===== src/hdl/pmw_pkg.sv =====
/*
  Package for the power mode and wake-up control block: register offsets,
  SFR pages, bit positions, reset values and the mode state encoding.
  Assumes an 8-bit special function register bus on the system clock.
*/
package pmw_pkg;

  // ---------------------------------------------------------------------
  // Register addresses and pages
  // ---------------------------------------------------------------------
  localparam logic [7:0] PMW_ADDR_POWER_CONTROL = 8'h87;
  localparam logic [7:0] PMW_ADDR_WAKE_CONFIG   = 8'hB5;
  localparam logic [7:0] PMW_ADDR_UNIT_MODE     = 8'hB5;
  localparam logic [7:0] PMW_ADDR_TOUCH_FLAG    = 8'hCE;
  localparam logic [3:0] PMW_PAGE_WAKE          = 4'h0;
  localparam logic [3:0] PMW_PAGE_MODE          = 4'hF;

  // ---------------------------------------------------------------------
  // Bit positions
  // ---------------------------------------------------------------------
  localparam int PMW_CF_SLEEP   = 7;
  localparam int PMW_CF_SUSPEND = 6;
  localparam int PMW_CF_CLEAR   = 5;
  localparam int PMW_CF_PIN     = 4;
  localparam int PMW_CF_FAIL    = 3;
  localparam int PMW_CF_ALARM   = 2;
  localparam int PMW_CF_PMAT    = 1;
  localparam int PMW_CF_CMP     = 0;
  localparam int PMW_FL_TOUCH   = 0;
  localparam int PMW_MD_RTC     = 7;
  localparam int PMW_MD_WAKE    = 6;
  localparam int PMW_MD_MON     = 5;
  localparam int PMW_PC_STOP    = 1;
  localparam int PMW_PC_IDLE    = 0;
  localparam int PMW_PC_GF_LO   = 2;
  localparam int PMW_PC_GF_HI   = 7;

  // ---------------------------------------------------------------------
  // Reset values and timing
  // ---------------------------------------------------------------------
  localparam logic [7:0] PMW_RST_BYTE     = 8'h00;
  localparam logic [5:0] PMW_RST_GF       = 6'h00;
  localparam logic [4:0] PMW_RST_SRC      = 5'h00;
  localparam logic [1:0] PMW_WAKE_BLANK   = 2'h2; // System clocks flags read zero
  localparam int         PMW_NUM_SRC      = 5;    // Fail, alarm, match, cmp, touch

  // Power mode state
  typedef enum logic [2:0] {
    PMW_RUN     = 3'b000,
    PMW_IDLE    = 3'b001,
    PMW_STOP    = 3'b010,
    PMW_SUSPEND = 3'b011,
    PMW_SLEEP   = 3'b100
  } pmw_mode_t;

  // SFR bus request carried as one bundle
  typedef struct packed {
    logic       wr;
    logic       rd;
    logic [3:0] page;
    logic [7:0] addr;
    logic [7:0] wdata;
  } pmw_sfr_t;

  // Wake event pulses, index order matches the source vector
  typedef struct packed {
    logic touch;
    logic cmp_rise;
    logic port_match;
    logic rtc_alarm;
    logic rtc_fail;
  } pmw_events_t;

endpackage


===== src/hdl/pmw_power_wake.sv =====
/*
  Power mode and wake-up control: wake configuration, touch flag,
  unit mode and power control registers, mode entry and wake logic.
  Assumes the core drives one-cycle SFR strobes on clk_sys and that the
  clock gate outside honours clk_gate_en; event pins are asynchronous.
*/
// How it works
// - Sleep bit written one enters sleep
// - Suspend bit written one enters suspend
// - Clear bit wipes all wake flags
// - Reset pin glitch sets read-only flag
// - RTC fail/alarm bits: enable written, flag read
// - Port match enable written, flag read
// - Comparator rise enable written, flag read
// - Flags update always, enabled or not
// - No sleep or suspend entry while any flag set
// - Flags read zero two clocks after suspend
// - Touch flag bit zero, upper bits zero
// - Mode bit seven routes RTC output
// - Mode bit six enables wake request pin
// - Leaving sleep drives wake request low
// - Bit five disables monitor, low bits zero
// - Monitor off: any reset becomes power-on
// - Suspend gates clock until enabled wake
// - Power control bits 7:2 general flags
// - Power control bit one enters stop
// - Power control bit zero enters idle
`timescale 1ns/1ps
`default_nettype none
module pmw_power_wake
  import pmw_pkg::*;
(
  input  wire logic        clk_sys,
  input  wire logic        reset_n,
  input  wire pmw_sfr_t    sfr_req,
  output logic [7:0]       sfr_rdata_ff,
  input  wire pmw_events_t wake_events,
  input  wire logic        rst_pin_n,
  input  wire logic        irq_pending,
  input  wire logic        reset_source,
  input  wire logic        rtc_clk_buf,
  output logic             rtc_out_pin,
  output logic             rtc_out_oe,
  output logic             wake_req_pin,
  output logic             wake_req_oe,
  output logic             supply_monitor_on,
  output logic             full_por_req,
  output logic             clk_gate_en,
  output logic             lfo_disable_block,
  output pmw_mode_t        mode_ff
);

  // ---------------------------------------------------------------------
  // Pin synchronisers
  // ---------------------------------------------------------------------
  logic [PMW_NUM_SRC-1:0] ev_meta_ff;
  logic [PMW_NUM_SRC-1:0] ev_sync_ff;
  logic [PMW_NUM_SRC-1:0] ev_prev_ff;
  logic                   rst_meta_ff;
  logic                   rst_sync_ff;
  logic                   rst_prev_ff;

  // Reset values equal the idle pin levels, so no false edge follows reset
  // Two flops before any logic reads an event or the reset pin
  always_ff @(posedge clk_sys) begin
    if (!reset_n) begin
      ev_meta_ff  <= PMW_RST_SRC;
      ev_sync_ff  <= PMW_RST_SRC;
      ev_prev_ff  <= PMW_RST_SRC;
      rst_meta_ff <= 1'b1;
      rst_sync_ff <= 1'b1;
      rst_prev_ff <= 1'b1;
    end else begin
      ev_meta_ff  <= wake_events;
      ev_sync_ff  <= ev_meta_ff;
      ev_prev_ff  <= ev_sync_ff;
      rst_meta_ff <= rst_pin_n;
      rst_sync_ff <= rst_meta_ff;
      rst_prev_ff <= rst_sync_ff;
    end
  end

  // Rising edges are the events; levels held high count once
  logic [PMW_NUM_SRC-1:0] ev_pulse;
  logic                   rst_fall;
  assign ev_pulse = ev_sync_ff & ~ev_prev_ff;
  assign rst_fall = rst_prev_ff & ~rst_sync_ff;

  // ---------------------------------------------------------------------
  // Address decode
  // ---------------------------------------------------------------------
  logic wr_cfg;
  logic wr_md;
  logic wr_fl;
  logic wr_pc;
  // Power control answers on every page; the others also need the page
  always_comb begin
    wr_cfg = 1'b0;
    wr_md  = 1'b0;
    wr_fl  = 1'b0;
    wr_pc  = 1'b0;
    if (sfr_req.wr && sfr_req.addr == PMW_ADDR_POWER_CONTROL) begin
      wr_pc = 1'b1;
    end else if (sfr_req.wr && sfr_req.addr == PMW_ADDR_WAKE_CONFIG
                 && sfr_req.page == PMW_PAGE_WAKE) begin
      wr_cfg = 1'b1;
    end else if (sfr_req.wr && sfr_req.addr == PMW_ADDR_UNIT_MODE
                 && sfr_req.page == PMW_PAGE_MODE) begin
      wr_md = 1'b1;
    end else if (sfr_req.wr && sfr_req.addr == PMW_ADDR_TOUCH_FLAG
                 && sfr_req.page == PMW_PAGE_WAKE) begin
      wr_fl = 1'b1;
    end
  end

  // Clear acts only on a written one
  logic clr_all;
  assign clr_all = wr_cfg && sfr_req.wdata[PMW_CF_CLEAR];

  // ---------------------------------------------------------------------
  // Wake sources
  // ---------------------------------------------------------------------
  logic [PMW_NUM_SRC-1:0] src_en;
  logic [PMW_NUM_SRC-1:0] src_flag;
  logic [PMW_NUM_SRC-1:0] src_wr;
  logic [PMW_NUM_SRC-1:0] src_val;
  logic                   rst_flag_ff;

  // Order: fail, alarm, match, comparator from config; touch from flag reg
  // Touch enable lives in its own register and so has its own strobe
  assign src_wr  = {wr_fl, {4{wr_cfg}}};
  assign src_val = {sfr_req.wdata[PMW_FL_TOUCH],
                    sfr_req.wdata[PMW_CF_CMP],
                    sfr_req.wdata[PMW_CF_PMAT],
                    sfr_req.wdata[PMW_CF_ALARM],
                    sfr_req.wdata[PMW_CF_FAIL]};

  // One cell per source keeps enable and flag timing identical
  genvar gi;
  generate
    for (gi = 0; gi < PMW_NUM_SRC; gi++) begin : g_src
      pmw_flag_cell u_cell (
        .clk_sys  (clk_sys),
        .reset_n  (reset_n),
        .en_wr    (src_wr[gi]),
        .en_val   (src_val[gi]),
        .clr      (clr_all),
        .event_in (ev_pulse[gi]),
        .enable_ff(src_en[gi]),
        .flag_ff  (src_flag[gi])
      );
    end
  endgenerate

  // Reset pin glitch flag, hardware set only
  // No write path: only the clear bit takes it back to zero
  always_ff @(posedge clk_sys) begin
    if (!reset_n) begin
      rst_flag_ff <= 1'b0;
    end else if (rst_fall) begin
      rst_flag_ff <= 1'b1;
    end else if (clr_all) begin
      rst_flag_ff <= 1'b0;
    end
  end

  // The pin flag counts too, so a glitch also keeps the deep modes out
  logic any_flag;
  assign any_flag = rst_flag_ff || (|src_flag);
  assign lfo_disable_block = any_flag;

  // ---------------------------------------------------------------------
  // Mode and general purpose registers
  // ---------------------------------------------------------------------
  logic       rtc_oe_ff;
  logic       wake_oe_ff;
  logic       mon_dis_ff;
  logic [5:0] gp_flags_ff;

  always_ff @(posedge clk_sys) begin
    if (!reset_n) begin
      rtc_oe_ff  <= 1'b0;
      wake_oe_ff <= 1'b0;
      mon_dis_ff <= 1'b0;
    end else if (wr_md) begin
      rtc_oe_ff  <= sfr_req.wdata[PMW_MD_RTC];
      wake_oe_ff <= sfr_req.wdata[PMW_MD_WAKE];
      mon_dis_ff <= sfr_req.wdata[PMW_MD_MON];
    end
  end

  // General flags store whatever is written
  // They carry no function here; software uses them as spare state
  always_ff @(posedge clk_sys) begin
    if (!reset_n) begin
      gp_flags_ff <= PMW_RST_GF;
    end else if (wr_pc) begin
      gp_flags_ff <= sfr_req.wdata[PMW_PC_GF_HI:PMW_PC_GF_LO];
    end
  end

  // Any reset while the monitor is off must be widened to a power-on reset
  // The monitor comes back when bit five is written zero or on reset
  assign supply_monitor_on = !mon_dis_ff;
  assign full_por_req      = mon_dis_ff && reset_source;

  // ---------------------------------------------------------------------
  // Power mode state machine
  // ---------------------------------------------------------------------
  pmw_mode_t nxt_mode;
  logic      enabled_wake;
  logic [1:0] blank_cnt_ff;
  logic       sleep_exit_ff;

  // Enabled wake uses raw pulses; the reset pin always wakes
  // Limitation: an enabled touch source ends sleep too; keep it off first
  // Sleep outranks suspend when one write sets both select bits
  assign enabled_wake = (|(ev_pulse & src_en)) || rst_fall;

  always_comb begin
    nxt_mode = mode_ff;
    case (mode_ff)
      PMW_RUN: begin
        // Flags block deep modes; entry only on a written one
        // Stop and idle ignore the flags; stop ends by reset, idle by interrupt
        if (wr_cfg && sfr_req.wdata[PMW_CF_SLEEP] && !any_flag) begin
          nxt_mode = PMW_SLEEP;
        end else if (wr_cfg && sfr_req.wdata[PMW_CF_SUSPEND] && !any_flag) begin
          nxt_mode = PMW_SUSPEND;
        end else if (wr_pc && sfr_req.wdata[PMW_PC_STOP]) begin
          nxt_mode = PMW_STOP;
        end else if (wr_pc && sfr_req.wdata[PMW_PC_IDLE]) begin
          nxt_mode = PMW_IDLE;
        end
      end
      PMW_IDLE: begin
        if (irq_pending) begin
          nxt_mode = PMW_RUN;
        end
      end
      PMW_STOP: begin
        // Only a device reset leaves stop; reset_n returns to run
        nxt_mode = PMW_STOP;
      end
      PMW_SUSPEND, PMW_SLEEP: begin
        if (enabled_wake) begin
          nxt_mode = PMW_RUN;
        end
      end
      default: begin
        nxt_mode = PMW_RUN;
      end
    endcase
  end

  always_ff @(posedge clk_sys) begin
    if (!reset_n) begin
      mode_ff <= PMW_RUN;
    end else begin
      mode_ff <= nxt_mode;
    end
  end

  // Clock runs only outside suspend, sleep and stop
  assign clk_gate_en = (mode_ff == PMW_RUN) || (mode_ff == PMW_IDLE);

  // Blanking counter after leaving suspend
  // Loaded on the exit edge, so the first two run cycles read zero
  // Trade-off: raw flags still block mode entry while reads are blank
  always_ff @(posedge clk_sys) begin
    if (!reset_n) begin
      blank_cnt_ff <= 2'h0;
    end else if (mode_ff == PMW_SUSPEND && nxt_mode == PMW_RUN) begin
      blank_cnt_ff <= PMW_WAKE_BLANK;
    end else if (blank_cnt_ff != 2'h0) begin
      blank_cnt_ff <= blank_cnt_ff - 2'h1;
    end
  end

  // Wake request is held low from the sleep exit until rewritten or sleep is entered again
  // Holding it low gives slow neighbours time to see the request
  always_ff @(posedge clk_sys) begin
    if (!reset_n) begin
      sleep_exit_ff <= 1'b0;
    end else if (mode_ff == PMW_SLEEP && nxt_mode == PMW_RUN) begin
      sleep_exit_ff <= 1'b1;
    end else if (wr_md || nxt_mode == PMW_SLEEP) begin
      sleep_exit_ff <= 1'b0;
    end
  end

  // ---------------------------------------------------------------------
  // Pin outputs
  // ---------------------------------------------------------------------
  assign rtc_out_oe   = rtc_oe_ff;
  assign rtc_out_pin  = rtc_oe_ff && rtc_clk_buf;
  assign wake_req_oe  = wake_oe_ff;
  assign wake_req_pin = !sleep_exit_ff;

  // ---------------------------------------------------------------------
  // Read data
  // ---------------------------------------------------------------------
  logic [7:0] nxt_rdata;
  logic       blank;
  assign blank = (blank_cnt_ff != 2'h0);

  always_comb begin
    // Unmapped addresses and write-only bits fall through as zero
    nxt_rdata = PMW_RST_BYTE;
    if (sfr_req.addr == PMW_ADDR_POWER_CONTROL) begin
      nxt_rdata[PMW_PC_GF_HI:PMW_PC_GF_LO] = gp_flags_ff;
    end else if (sfr_req.addr == PMW_ADDR_WAKE_CONFIG
                 && sfr_req.page == PMW_PAGE_WAKE) begin
      if (!blank) begin
        nxt_rdata[PMW_CF_PIN]   = rst_flag_ff;
        nxt_rdata[PMW_CF_FAIL]  = src_flag[0];
        nxt_rdata[PMW_CF_ALARM] = src_flag[1];
        nxt_rdata[PMW_CF_PMAT]  = src_flag[2];
        nxt_rdata[PMW_CF_CMP]   = src_flag[3];
      end
    end else if (sfr_req.addr == PMW_ADDR_UNIT_MODE
                 && sfr_req.page == PMW_PAGE_MODE) begin
      nxt_rdata[PMW_MD_RTC]  = rtc_oe_ff;
      nxt_rdata[PMW_MD_WAKE] = wake_oe_ff;
      nxt_rdata[PMW_MD_MON]  = mon_dis_ff;
    end else if (sfr_req.addr == PMW_ADDR_TOUCH_FLAG
                 && sfr_req.page == PMW_PAGE_WAKE) begin
      nxt_rdata[PMW_FL_TOUCH] = blank ? 1'b0 : src_flag[4];
    end
  end

  // Flags are read live; one set during the read shows on the next read
  // Registered read: data valid the cycle after rd
  always_ff @(posedge clk_sys) begin
    if (!reset_n) begin
      sfr_rdata_ff <= PMW_RST_BYTE;
    end else if (sfr_req.rd) begin
      sfr_rdata_ff <= nxt_rdata;
    end
  end

endmodule // pmw_power_wake
`default_nettype wire


===== src/hdl/pmw_flag_cell.sv =====
/*
  One wake source: a write-enable bit and a sticky event flag.
  Assumes event pulses are already synchronised to clk_sys.
*/
`timescale 1ns/1ps
`default_nettype none
module pmw_flag_cell
  import pmw_pkg::*;
(
  input  wire logic clk_sys,
  input  wire logic reset_n,
  input  wire logic en_wr,
  input  wire logic en_val,
  input  wire logic clr,
  input  wire logic event_in,
  output logic      enable_ff,
  output logic      flag_ff
);

  // ---------------------------------------------------------------------
  // Enable bit
  // ---------------------------------------------------------------------
  always_ff @(posedge clk_sys) begin
    if (!reset_n) begin
      enable_ff <= 1'b0;
    end else if (en_wr) begin
      enable_ff <= en_val;
    end
  end

  // Flag: set regardless of enable, set beats clear so no event is lost
  always_ff @(posedge clk_sys) begin
    if (!reset_n) begin
      flag_ff <= 1'b0;
    end else if (event_in) begin
      flag_ff <= 1'b1;
    end else if (clr) begin
      flag_ff <= 1'b0;
    end
  end

endmodule // pmw_flag_cell
`default_nettype wire


===== config.mk =====
export PLATFORM = sky130hd
export DESIGN_NAME = pmw_power_wake
export DESIGN_NICKNAME = d
export VERILOG_FILES = /design/src/hdl/pmw_pkg.sv /design/src/hdl/pmw_power_wake.sv /design/src/hdl/pmw_flag_cell.sv
export SDC_FILE = /design/constraint.sdc
export NUM_CORES = 1
export LEC_CHECK = 0
export ABC_AREA = 1
export BUFFER_PORTS_ARGS = -buffer_cell sky130_fd_sc_hd__buf_2
export CAP_MARGIN = 20
export CORE_MARGIN = 2
export CORE_UTILIZATION = 50
export CTS_CLUSTER_SIZE = 20
export DETAILED_ROUTE_END_ITERATION = 7
export GPL_TIMING_DRIVEN = 0
export PLACE_DENSITY = 0.75
export RECOVER_POWER = 100
export SLEW_MARGIN = 5
export SYNTH_ARGS = -nofsm -noshare
export SYNTH_HDL_FRONTEND = slang
export SYNTH_SLANG_ARGS = --single-unit

===== constraint.sdc =====
create_clock -name clk_sys -period 1.8 [get_ports clk_sys]
set_clock_uncertainty 0.1 [all_clocks]
set_input_delay 0.09 -clock clk_sys [delete_from_list [all_inputs] [get_ports clk_sys]]
set_output_delay 0.09 -clock clk_sys [all_outputs]
set_load 0.05 [all_outputs]

==> flow_summary.toml, run 1 <==
[outcome]
run_status = "completed"

[clocking]
clockBufferDepth = 2
cts_buffers = 5
cts-root-buf = "clkbuf_8"
htree_levels = 2
cts.clk_slew.worst_paths_ns = 0.09
cts_tree = "yes"
ctsResizeCount = 0
clk-insertion-delay-late_ns = 0.30
cts-hold-fix-buffers = 13
clock_sinks = 52
post_cts_buffers = 0

[setup_path]
cp_cell_sequence = "nor2_1 > nand3_1 > clkbuf_1"
slowest_delay_ns = 0.49
worstSetupStartpoint = "g_src[2].u_cell.flag_ff"
path_buf_inv = 1
reg2regPathDepth = 11
end_kind = "output pin"
cp.depth = 3
r2r-start = "g_src[3].u_cell.flag_ff"
path_max_fanout = 3
rrSetupSlack_ns = 0.26
critPathSlowestCell = "clkbuf_1"
startpoint_type = "flop"
path_delay_family = "buffers and inverters"
timing.rr.end = "blank_cnt_ff[1]"
worst_ep_required_time_ns = 1.61
crit_end = "lfo_disable_block"
path_class = "reg2out"
crit_arrival_ns = 1.36

[timing]
worst_slew_pin_slew_ns = 0.6010
slew_viol_final = 0
setup_violations = 0
layout_setup_ws_ns = 0.2524
period_minus_slack_ns = 1.548
hold_violations = 0
slew_headroom = 0.6010
clock.fmax_ghz = 0.6462
min_period_over_period = 0.8598
rsz0062_at_grt = "no"
timing.setup.tns_ns = 0

[place]
place_area_sq_um = 2522
dp_slack_ns = 0.1420
place.detailed.hpwl_mm = 3.729
portBuffers = 51
dp.cells = 420
gp_congestion = 0.8583

[logic_synthesis]
syn_area_sq_um = 2195
ys_async_sr_fraction = 0
synth_top_area_share = 0.4743
ys_types = 21
yosysSeqAreaShare = 0.4743
synthCells = 317
synth_edf_count = 0
yosys.area.top_type = "dfxtp_1"
syn_area_per_cell_sq_um = 6.923
ys_ff_latch = 52
synth_area_leaders = "dfxtp_1, nand2_1, inv_1, nor2_1, a21oi_1"
synthTopCellsByCount = "nand2_1, inv_1, dfxtp_1"
yosysMostFrequentCell = "nand2_1"
ys.flop_type = "dfxtp_1"
syn-num-nets = 350
ys_warn_count = 0

[floorplan]
rows = 24
die_area_sq_um = 4935
start_util = 0.5111
num_io_pins = 52
die_y_microns = 70.25
fp.dieW_microns = 70.25
core_area_sq_um = 4294

[cells_and_area]
finalNetCount = 421
fin_cells = 441
drive_gt1_frac = 0.1208
diodes = 0
nFillCells = 428
stdcell_area_sq_um = 2698
syn2layout_area_growth_pct = 22.92

[drt]
drt_wl_total_mm = 5.010
vias_per_cell = 4.782
drc = 0
drtAntennaViolNets = 0
drt_iter0_drc = 150
drt-wirelength-per-cell_microns = 11.36
drtPass1Iterations = 4
vias = 2109

[power]
power_density_nw_per_um2 = 787.4
p_leak_uw = 0.001306
total_power_uw = 2124
vdd_drop_max_mv = 0.5348

[grt]
first_global_vias = 1979
grt_max_degree = 15
grt_use_total = 0.2161
grt_pass1_wl_mm = 8.438
antenna_found_initial = 0
grt_overflow = 0

[worst_hold_path]
hold_path_class = "in2reg"

[run]
maxCapViolCount = 0
[through the flow]
stage / hold WS [ns] / util
finish: 0.006918 / 0.6282
global placement: 0.1705 / 0.5874
detailed placement: 0.1767 / 0.5874
floorplan: 0.08763 / -
CTS: 0.006451 / 0.6387
global route: 0.001182 / 0.6282
[routing by layer]
metal,up-vias,routed length [microns],GRT usage
met3,6,209,0.06061
li1,1122,-,-
met4,0,52,0.07265
met2,42,2580,0.3816
met1,939,2167,0.2493
met5,-,0,0
[power by group]
part,internal (uW),total (uW),switching (uW),leakage (uW)
sequential,1180,1200,17.8,0.000424
clock,314,671,357,0.0000455
combinational,90.1,254,164,0.000837
total,1590,2120,539,0.00131
[how the worst min path moves through the flow]
stage / start / to / slack (ns) / depth (start not counted)
3_5_place_dp: wake_events[0] / ev_meta_ff[0] / 0.18 / 3
2_1_floorplan: wake_events[0] / ev_meta_ff[0] / 0.09 / 2
3_3_place_gp: wake_events[4] / ev_meta_ff[4] / 0.17 / 3
5_1_grt: sfr_req[4] / gp_flags_ff[2] / 0.001 / 3
6_report: sfr_req[4] / gp_flags_ff[2] / 0.007 / 3
4_1_cts: sfr_req[4] / gp_flags_ff[2] / 0.006 / 3
[registers in the layout, summed over array words and instances, names as in the netlist]
| name | flops |
|---|---|
| mode_ff | 3 |
| gp_flags_ff | 6 |
| sfr_rdata_ff | 8 |
| ev_meta_ff | 5 |
| ev_prev_ff | 5 |
| mon_dis_ff | 1 |
| sleep_exit_ff | 1 |
| rst_meta_ff | 1 |
| ev_sync_ff | 5 |
| rtc_out_oe | 1 |
| rst_sync_ff | 1 |
| rst_prev_ff | 1 |
| g_src.u_cell.enable_ff | 5 |
| blank_cnt_ff | 2 |
| g_src.u_cell.flag_ff | 5 |
| rst_flag_ff | 1 |
| wake_req_oe | 1 |
[cell families (layout without fill, tap and decap cells)]
group	after synthesis	after routing	synth area share
and+or+nand+nor	142	142	0.2794
buffers and inverters	71	143	0.1214
AOI/OAI and AO/OA	52	52	0.1249
DFF	52	52	0.4743
[layout make-up]
| class | count | area [sq um] | share of cell area |
|---|---|---|---|
| Buffer | 7 | 26.28 | 0.009740 |
| Inverter | 64 | 240.2 | 0.08905 |
| Clock buffer | 8 | 90.09 | 0.03340 |
| Tap cell | 52 | 65.06 | 0.02412 |
| Timing Repair Buffer | 64 | 357.8 | 0.1327 |
| Sequential cell | 52 | 1041 | 0.3859 |
| Multi-Input combinational cell | 194 | 877.1 | 0.3251 |
[placed cells by master, fill, tap and decap left out, drive strengths merged]
cell type    count
clkbuf          37
a211oi           2
o22ai            2
nand3           15
nor3             3
or2              4
dlygate4sd3     13
inv             64
a31oi            2
nand4            6
nor4             1
buf             29
nor2            45
o21ai           19
nand2           68
a21oi           27
dfxtp           52
[worst reg2reg max path, cell delays in order (launching register included)]
cell and delay [ns]:
dfxtp_1 0.34, nor2_1 0.11, nand3_1 0.15, nor2_1 0.14
nand3_2 0.10, nand2_1 0.09, inv_2 0.04, nand2_1 0.07
nand2_1 0.06, nor2_2 0.10, nand2_1 0.07, a21oi_2 0.11
No activity file was read; power rests on OpenSTA's default activity.
==> inputs of run 2 (changes only) <==
--- a/config.mk
+++ b/config.mk
@@ -10,3 +10,3 @@
 export CAP_MARGIN = 20
-export CORE_MARGIN = 2
+export CORE_MARGIN = 10
 export CORE_UTILIZATION = 50
==> constraint.sdc (replaced) <==
create_clock -name clk_sys -period 1.8 [get_ports clk_sys]
set_clock_uncertainty 0.1 [all_clocks]
set_input_delay 0.27 -clock clk_sys [delete_from_list [all_inputs] [get_ports clk_sys]]
set_output_delay 0.27 -clock clk_sys [all_outputs]
set_load 0.05 [all_outputs]
==> run 2 against run 1 <==
Clock power is 0.7% higher; cell count is 2.9% lower; register-to-register slack hardly changed; critical endpoint is now mode_ff[1]; largest cell class unchanged; largest power group unchanged.
==> flow_summary.toml, run 2 (synthesis results as in run 1) <==
[grt]
grt_overflow = 0
first_global_vias = 1932
antenna_found_initial = 0
grt_max_degree = 15
grt_use_total = 0.1455
grt_pass1_wl_mm = 8.790

[power]
p_sw_uw = 540.6
p_int_uw = 1571
p_comb_frac = 0.112
power_density_nw_per_um2 = 818.3
total_power_uw = 2111
vdd_drop_max_mv = 0.6053
power_frac_seq = 0.568
switching_share = 0.2561
p_leak_uw = 0.001261
clockPowerShare = 0.320

[clocking]
ctsResizeCount = 0
clk-insertion-delay-late_ns = 0.31
cts.clk_slew.worst_paths_ns = 0.09
htree_levels = 2
cts-root-buf = "clkbuf_8"
post_cts_buffers = 0
clock_sinks = 52
cts_tree = "yes"
cts_buffers = 5
clockBufferDepth = 2
cts-hold-fix-buffers = 0

[place]
place.detailed.hpwl_mm = 4.104
portBuffers = 51
place_area_sq_um = 2522
gp_congestion = 0.9067

[cells_and_area]
largest_register_ff_count = 8
layout_common_cells = "nand2_1, inv_1, dfxtp_1"
stdcell_area_sq_um = 2580
multi_input_area_sq_um = 885.9
finalNetCount = 408
regArea_sq_um = 1041
final_common_cell = "nand2_1"
drive_gt1_frac = 0.1383
syn2layout_area_growth_pct = 17.56
diodes = 0
reg.largest.list = "sfr_rdata_ff x8, gp_flags_ff x6"
nFillCells = 425
regMostFlops = "sfr_rdata_ff"

[setup_path]
critPathSlowestCell = "clkbuf_1"
path_buf_inv = 1
startpoint_type = "flop"
worst_ep_required_time_ns = 1.43
slowest_delay_ns = 0.50
crit_arrival_ns = 1.23
cp_cell_sequence = "clkbuf_1"
end_kind = "output pin"
path_max_fanout = 6
path_class = "reg2out"
path_delay_family = "buffers and inverters"
rrSetupSlack_ns = 0.26

[timing]
slew_headroom = 0.5981
period_minus_slack_ns = 1.596
timing.setup.tns_ns = 0
slew_viol_final = 0
worst_slew_pin_slew_ns = 0.6055
hold_violations = 0
setup_violations = 0
clock.fmax_ghz = 0.6266
rsz0062_at_grt = "no"
min_period_over_period = 0.8866

[floorplan]
num_io_pins = 52
die_area_sq_um = 7439
rows = 24
fp.dieW_microns = 86.25
core_area_sq_um = 4294
die_y_microns = 86.25
start_util = 0.5111

[drt]
route.met3.wl_microns = 411
drt_wl_total_mm = 5.191
vias = 2039
routedLengthMet1_mm = 2.159
dr.max_layer_used = "met4"
drt_iter0_drc = 119
drtAntennaViolNets = 0
vias_per_cell = 4.764
drt-wirelength-per-cell_microns = 12.13
drtPass1Iterations = 6
drc = 0
route.met2.wl_mm = 2.532

[run]
maxCapViolCount = 0

[outcome]
run_status = "completed"

[worst_hold_path]
hold_path_class = "in2reg"
[run 2: power groups by stage]
stage / clock network [uW] / logic (uW) / registers, uW
final: 676 / 237 / 1200
after floorplan: 0 / 137 / 1250
after global routing: 742 / 266 / 1200
after global placement: 0 / 240 / 1220
after CTS: 690 / 245 / 1200
after detailed placement: 0 / 244 / 1230
[run 2: per-layer routing]
metal / vias to the layer above / track usage
li1: 1095 / -
met1: 891 / 0.1576
met2: 45 / 0.2549
met3: 8 / 0.05722
met4: 0 / 0.04418
met5: - / 0
[run 2: worst paths after layout]
path,startpoint,end,depth (start not counted)
worst max register to register,g_src[3].u_cell.flag_ff,blank_cnt_ff[1],11
worst min register to register,ev_meta_ff[0],ev_sync_ff[0],2
worst max-delay path,mode_ff[1],mode_ff[1],1
worst min-delay path,rst_pin_n,rst_meta_ff,2
[run 2: cell type report]
class / instances / area share
flip-flops and latches: 52 / 0.4035
multi-input cells: 194 / 0.3434
inverters: 64 / 0.09311
repair buffers: 51 / 0.08972
clock buffers: 8 / 0.03492
well taps: 52 / 0.02522
plain buffers: 7 / 0.01018
[run 2: metrics by stage]
stage / hold slack (ns) / std cells / util / worst slack, ns
final: 0.03988 / 428 / 0.6008 / 0.2041
after global routing: 0.03789 / 428 / 0.6008 / 0.04689
after CTS: 0.03489 / 428 / 0.6084 / 0.2502
after detailed placement: 0.2990 / 420 / 0.5874 / -0.08197
after global placement: 0.2922 / 420 / 0.5874 / -0.01287
after floorplan: 0.2676 / 317 / - / 0.1079
==> inputs of run 3 (changes only) <==
CTS_BUF_LIST = sky130_fd_sc_hd__clkbuf_4   (was unset)
PLACE_DENSITY = 0.78   (was 0.75)
clock period = 1.32 ns   (was 1.8 ns; I/O delays follow)
==> run 3 against run 2 <==
The flow now finishes with violations (setup timing); clock power is 33% higher; core utilization is 10 points higher; global-route usage is 1.0 points higher; critical path type is now reg2reg; critical path depth is 9 higher; flip-flop and latch count stayed put; first-iteration DRC count is 43% higher; cell count is 5.1% higher.
==> flow_summary.toml, run 3 (synthesis results as in run 1) <==
[place]
portBuffers = 51
dp.cells = 420
gp_congestion = 0.8265
place.detailed.hpwl_mm = 4.324

[drt]
drt_wl_total_mm = 6.123
vias_per_cell = 5.036
drt-wirelength-per-cell_microns = 13.61
drc = 0
drtPass1Iterations = 4
vias = 2266
drt_iter0_drc = 170
drtAntennaViolNets = 0

[clocking]
cts_tree = "yes"
cts-root-buf = "clkbuf_4"
clk-insertion-delay-late_ns = 0.38
htree_levels = 2
cts.clk_slew.worst_paths_ns = 0.15
clock_sinks = 52
clockBufferDepth = 2
cts_buffers = 5

[setup_path]
path_buf_inv = 1
end_kind = "flop"
path_delay_family = "simple AND/OR/NAND/NOR gates"
cp_cell_sequence = "nor2_4 > nand3_4 > nor2_2 > nand3_2 > nand3_1 > nand2_2 > nand2_2 > nor2_4 > buf_4 > a21oi_2"
slowest_delay_ns = 0.38
worst_ep_required_time_ns = 1.54
startpoint_type = "flop"
critPathSlowestCell = "dfxtp_4"
path_class = "reg2reg"
crit_arrival_ns = 1.82
r2r-start = "g_src[3].u_cell.flag_ff"
worstSetupStartpoint = "g_src[3].u_cell.flag_ff"
path_max_fanout = 3

[power]
p_int_uw = 2193
p_leak_uw = 0.001462
power_frac_seq = 0.548
power_density_nw_per_um2 = 992.1
total_power_uw = 2998
p_sw_uw = 805.1
clockPowerShare = 0.300
switching_share = 0.2686
vdd_drop_max_mv = 0.7642
p_comb_frac = 0.152

[grt]
use_met3 = 0.04690
met1_usage = 0.1654
antenna_found_initial = 0
first_global_vias = 2183
busiest_layer = "met2"
met2_usage = 0.2874
grt_max_degree = 17
grt_use_total = 0.1555
grt_overflow = 0
grt_pass1_wl_mm = 9.563

[timing]
hold_violations = 0
setup_violations = 7
layout_setup_ws_ns = -0.2853
slew_viol_final = 0
rsz0062_at_grt = "yes"
worst_slew_pin_slew_ns = 0.5721
holdWs_ns = 0.009886
clock.fmax_ghz = 0.6229
period_minus_slack_ns = 1.605
slew_headroom = 0.6186
min_period_over_period = 1.216

[floorplan]
num_io_pins = 52
start_util = 0.5111
rows = 24
die_area_sq_um = 7439
core_area_sq_um = 4294
fp.dieW_microns = 86.25
die_y_microns = 86.25

[cells_and_area]
layout_common_cells = "inv_1, nand2_1, dfxtp_1"
nFillCells = 357
reg.largest.list = "sfr_rdata_ff x8, gp_flags_ff x6"
regMostFlops = "sfr_rdata_ff"
diodes = 0
fin_cells = 450
finalNetCount = 430
syn2layout_area_growth_pct = 37.69
largest_register_ff_count = 8
drive_gt1_frac = 0.2990
final_common_cell = "inv_1"

[outcome]
violations = "setup timing"
run_status = "finished, violations left"

[worst_hold_path]
hold_path_class = "in2reg"
hold_start = "sfr_req[4]"

[run]
maxCapViolCount = 0
-- run 3: stage by stage --
stage	TNS (ns)	util	cell area, sq um	setup slack, ns
finish	-0.9448	0.7037	3022	-0.2853
global route	-1.811	0.7037	3022	-0.3538
CTS	-0.6172	0.6728	2889	-0.1536
detailed placement	-5.736	0.6005	2579	-0.3561
global placement	-4.418	0.6005	2579	-0.3230
floorplan	-0.4067	-	2258	-0.1793
-- run 3: cell type report --
class	instances	area, sq um	area share
clock buffers	5	37.54	0.01242
flip-flops and latches	52	1065	0.3524
multi-input cells	194	1023	0.3387
well taps	52	65.06	0.02153
inverters	64	240.2	0.07950
clock inverters	3	42.54	0.01408
plain buffers	7	26.28	0.008696
repair buffers	73	521.8	0.1727
-- run 3: power groups by stage --
stage / Combinational (uW) / Sequential (uW) / Clock, uW
2_1_floorplan: 204 / 1710 / 0
3_3_place_gp: 344 / 1680 / 0
3_5_place_dp: 352 / 1680 / 0
4_1_cts: 418 / 1640 / 917
5_1_grt: 496 / 1650 / 947
6_report: 457 / 1640 / 899
-- run 3: repair_timing --
| item | CTS | global route |
|---|---|---|
| resized for setup | 26 | 36 |
| setup buffers | 6 | 5 |
| pin swaps | 6 | 5 |
| setup endpoints to repair | 17 | 27 |
| endpoints found under the hold margin | 12 | 0 |
| hold buffers | 11 | 0 |
-- run 3: tightest hold or removal path: cells and delay by family --
family / cells / cell delay [ns]
compound gates: 2 / 0.18
buf+inv: 1 / 0.08
-- run 3: routing by layer --
| metal | up-vias | wire length (microns) | share of wire |
|---|---|---|---|
| met2 | 79 | 3198 | 0.52 |
| met4 | 0 | 70 | 0.011 |
| met5 | - | 0 | 0 |
| met3 | 8 | 437 | 0.071 |
| met1 | 1043 | 2416 | 0.39 |
| li1 | 1136 | - | - |
-- run 3: worst paths after layout --
path	end	slack [ns]	cells past startpoint
worst max-delay path	blank_cnt_ff[0]	-0.29	10
worst min register to register	ev_sync_ff[3]	0.32	2
worst min-delay path	gp_flags_ff[2]	0.01	3
worst max register to register	blank_cnt_ff[0]	-0.29	10
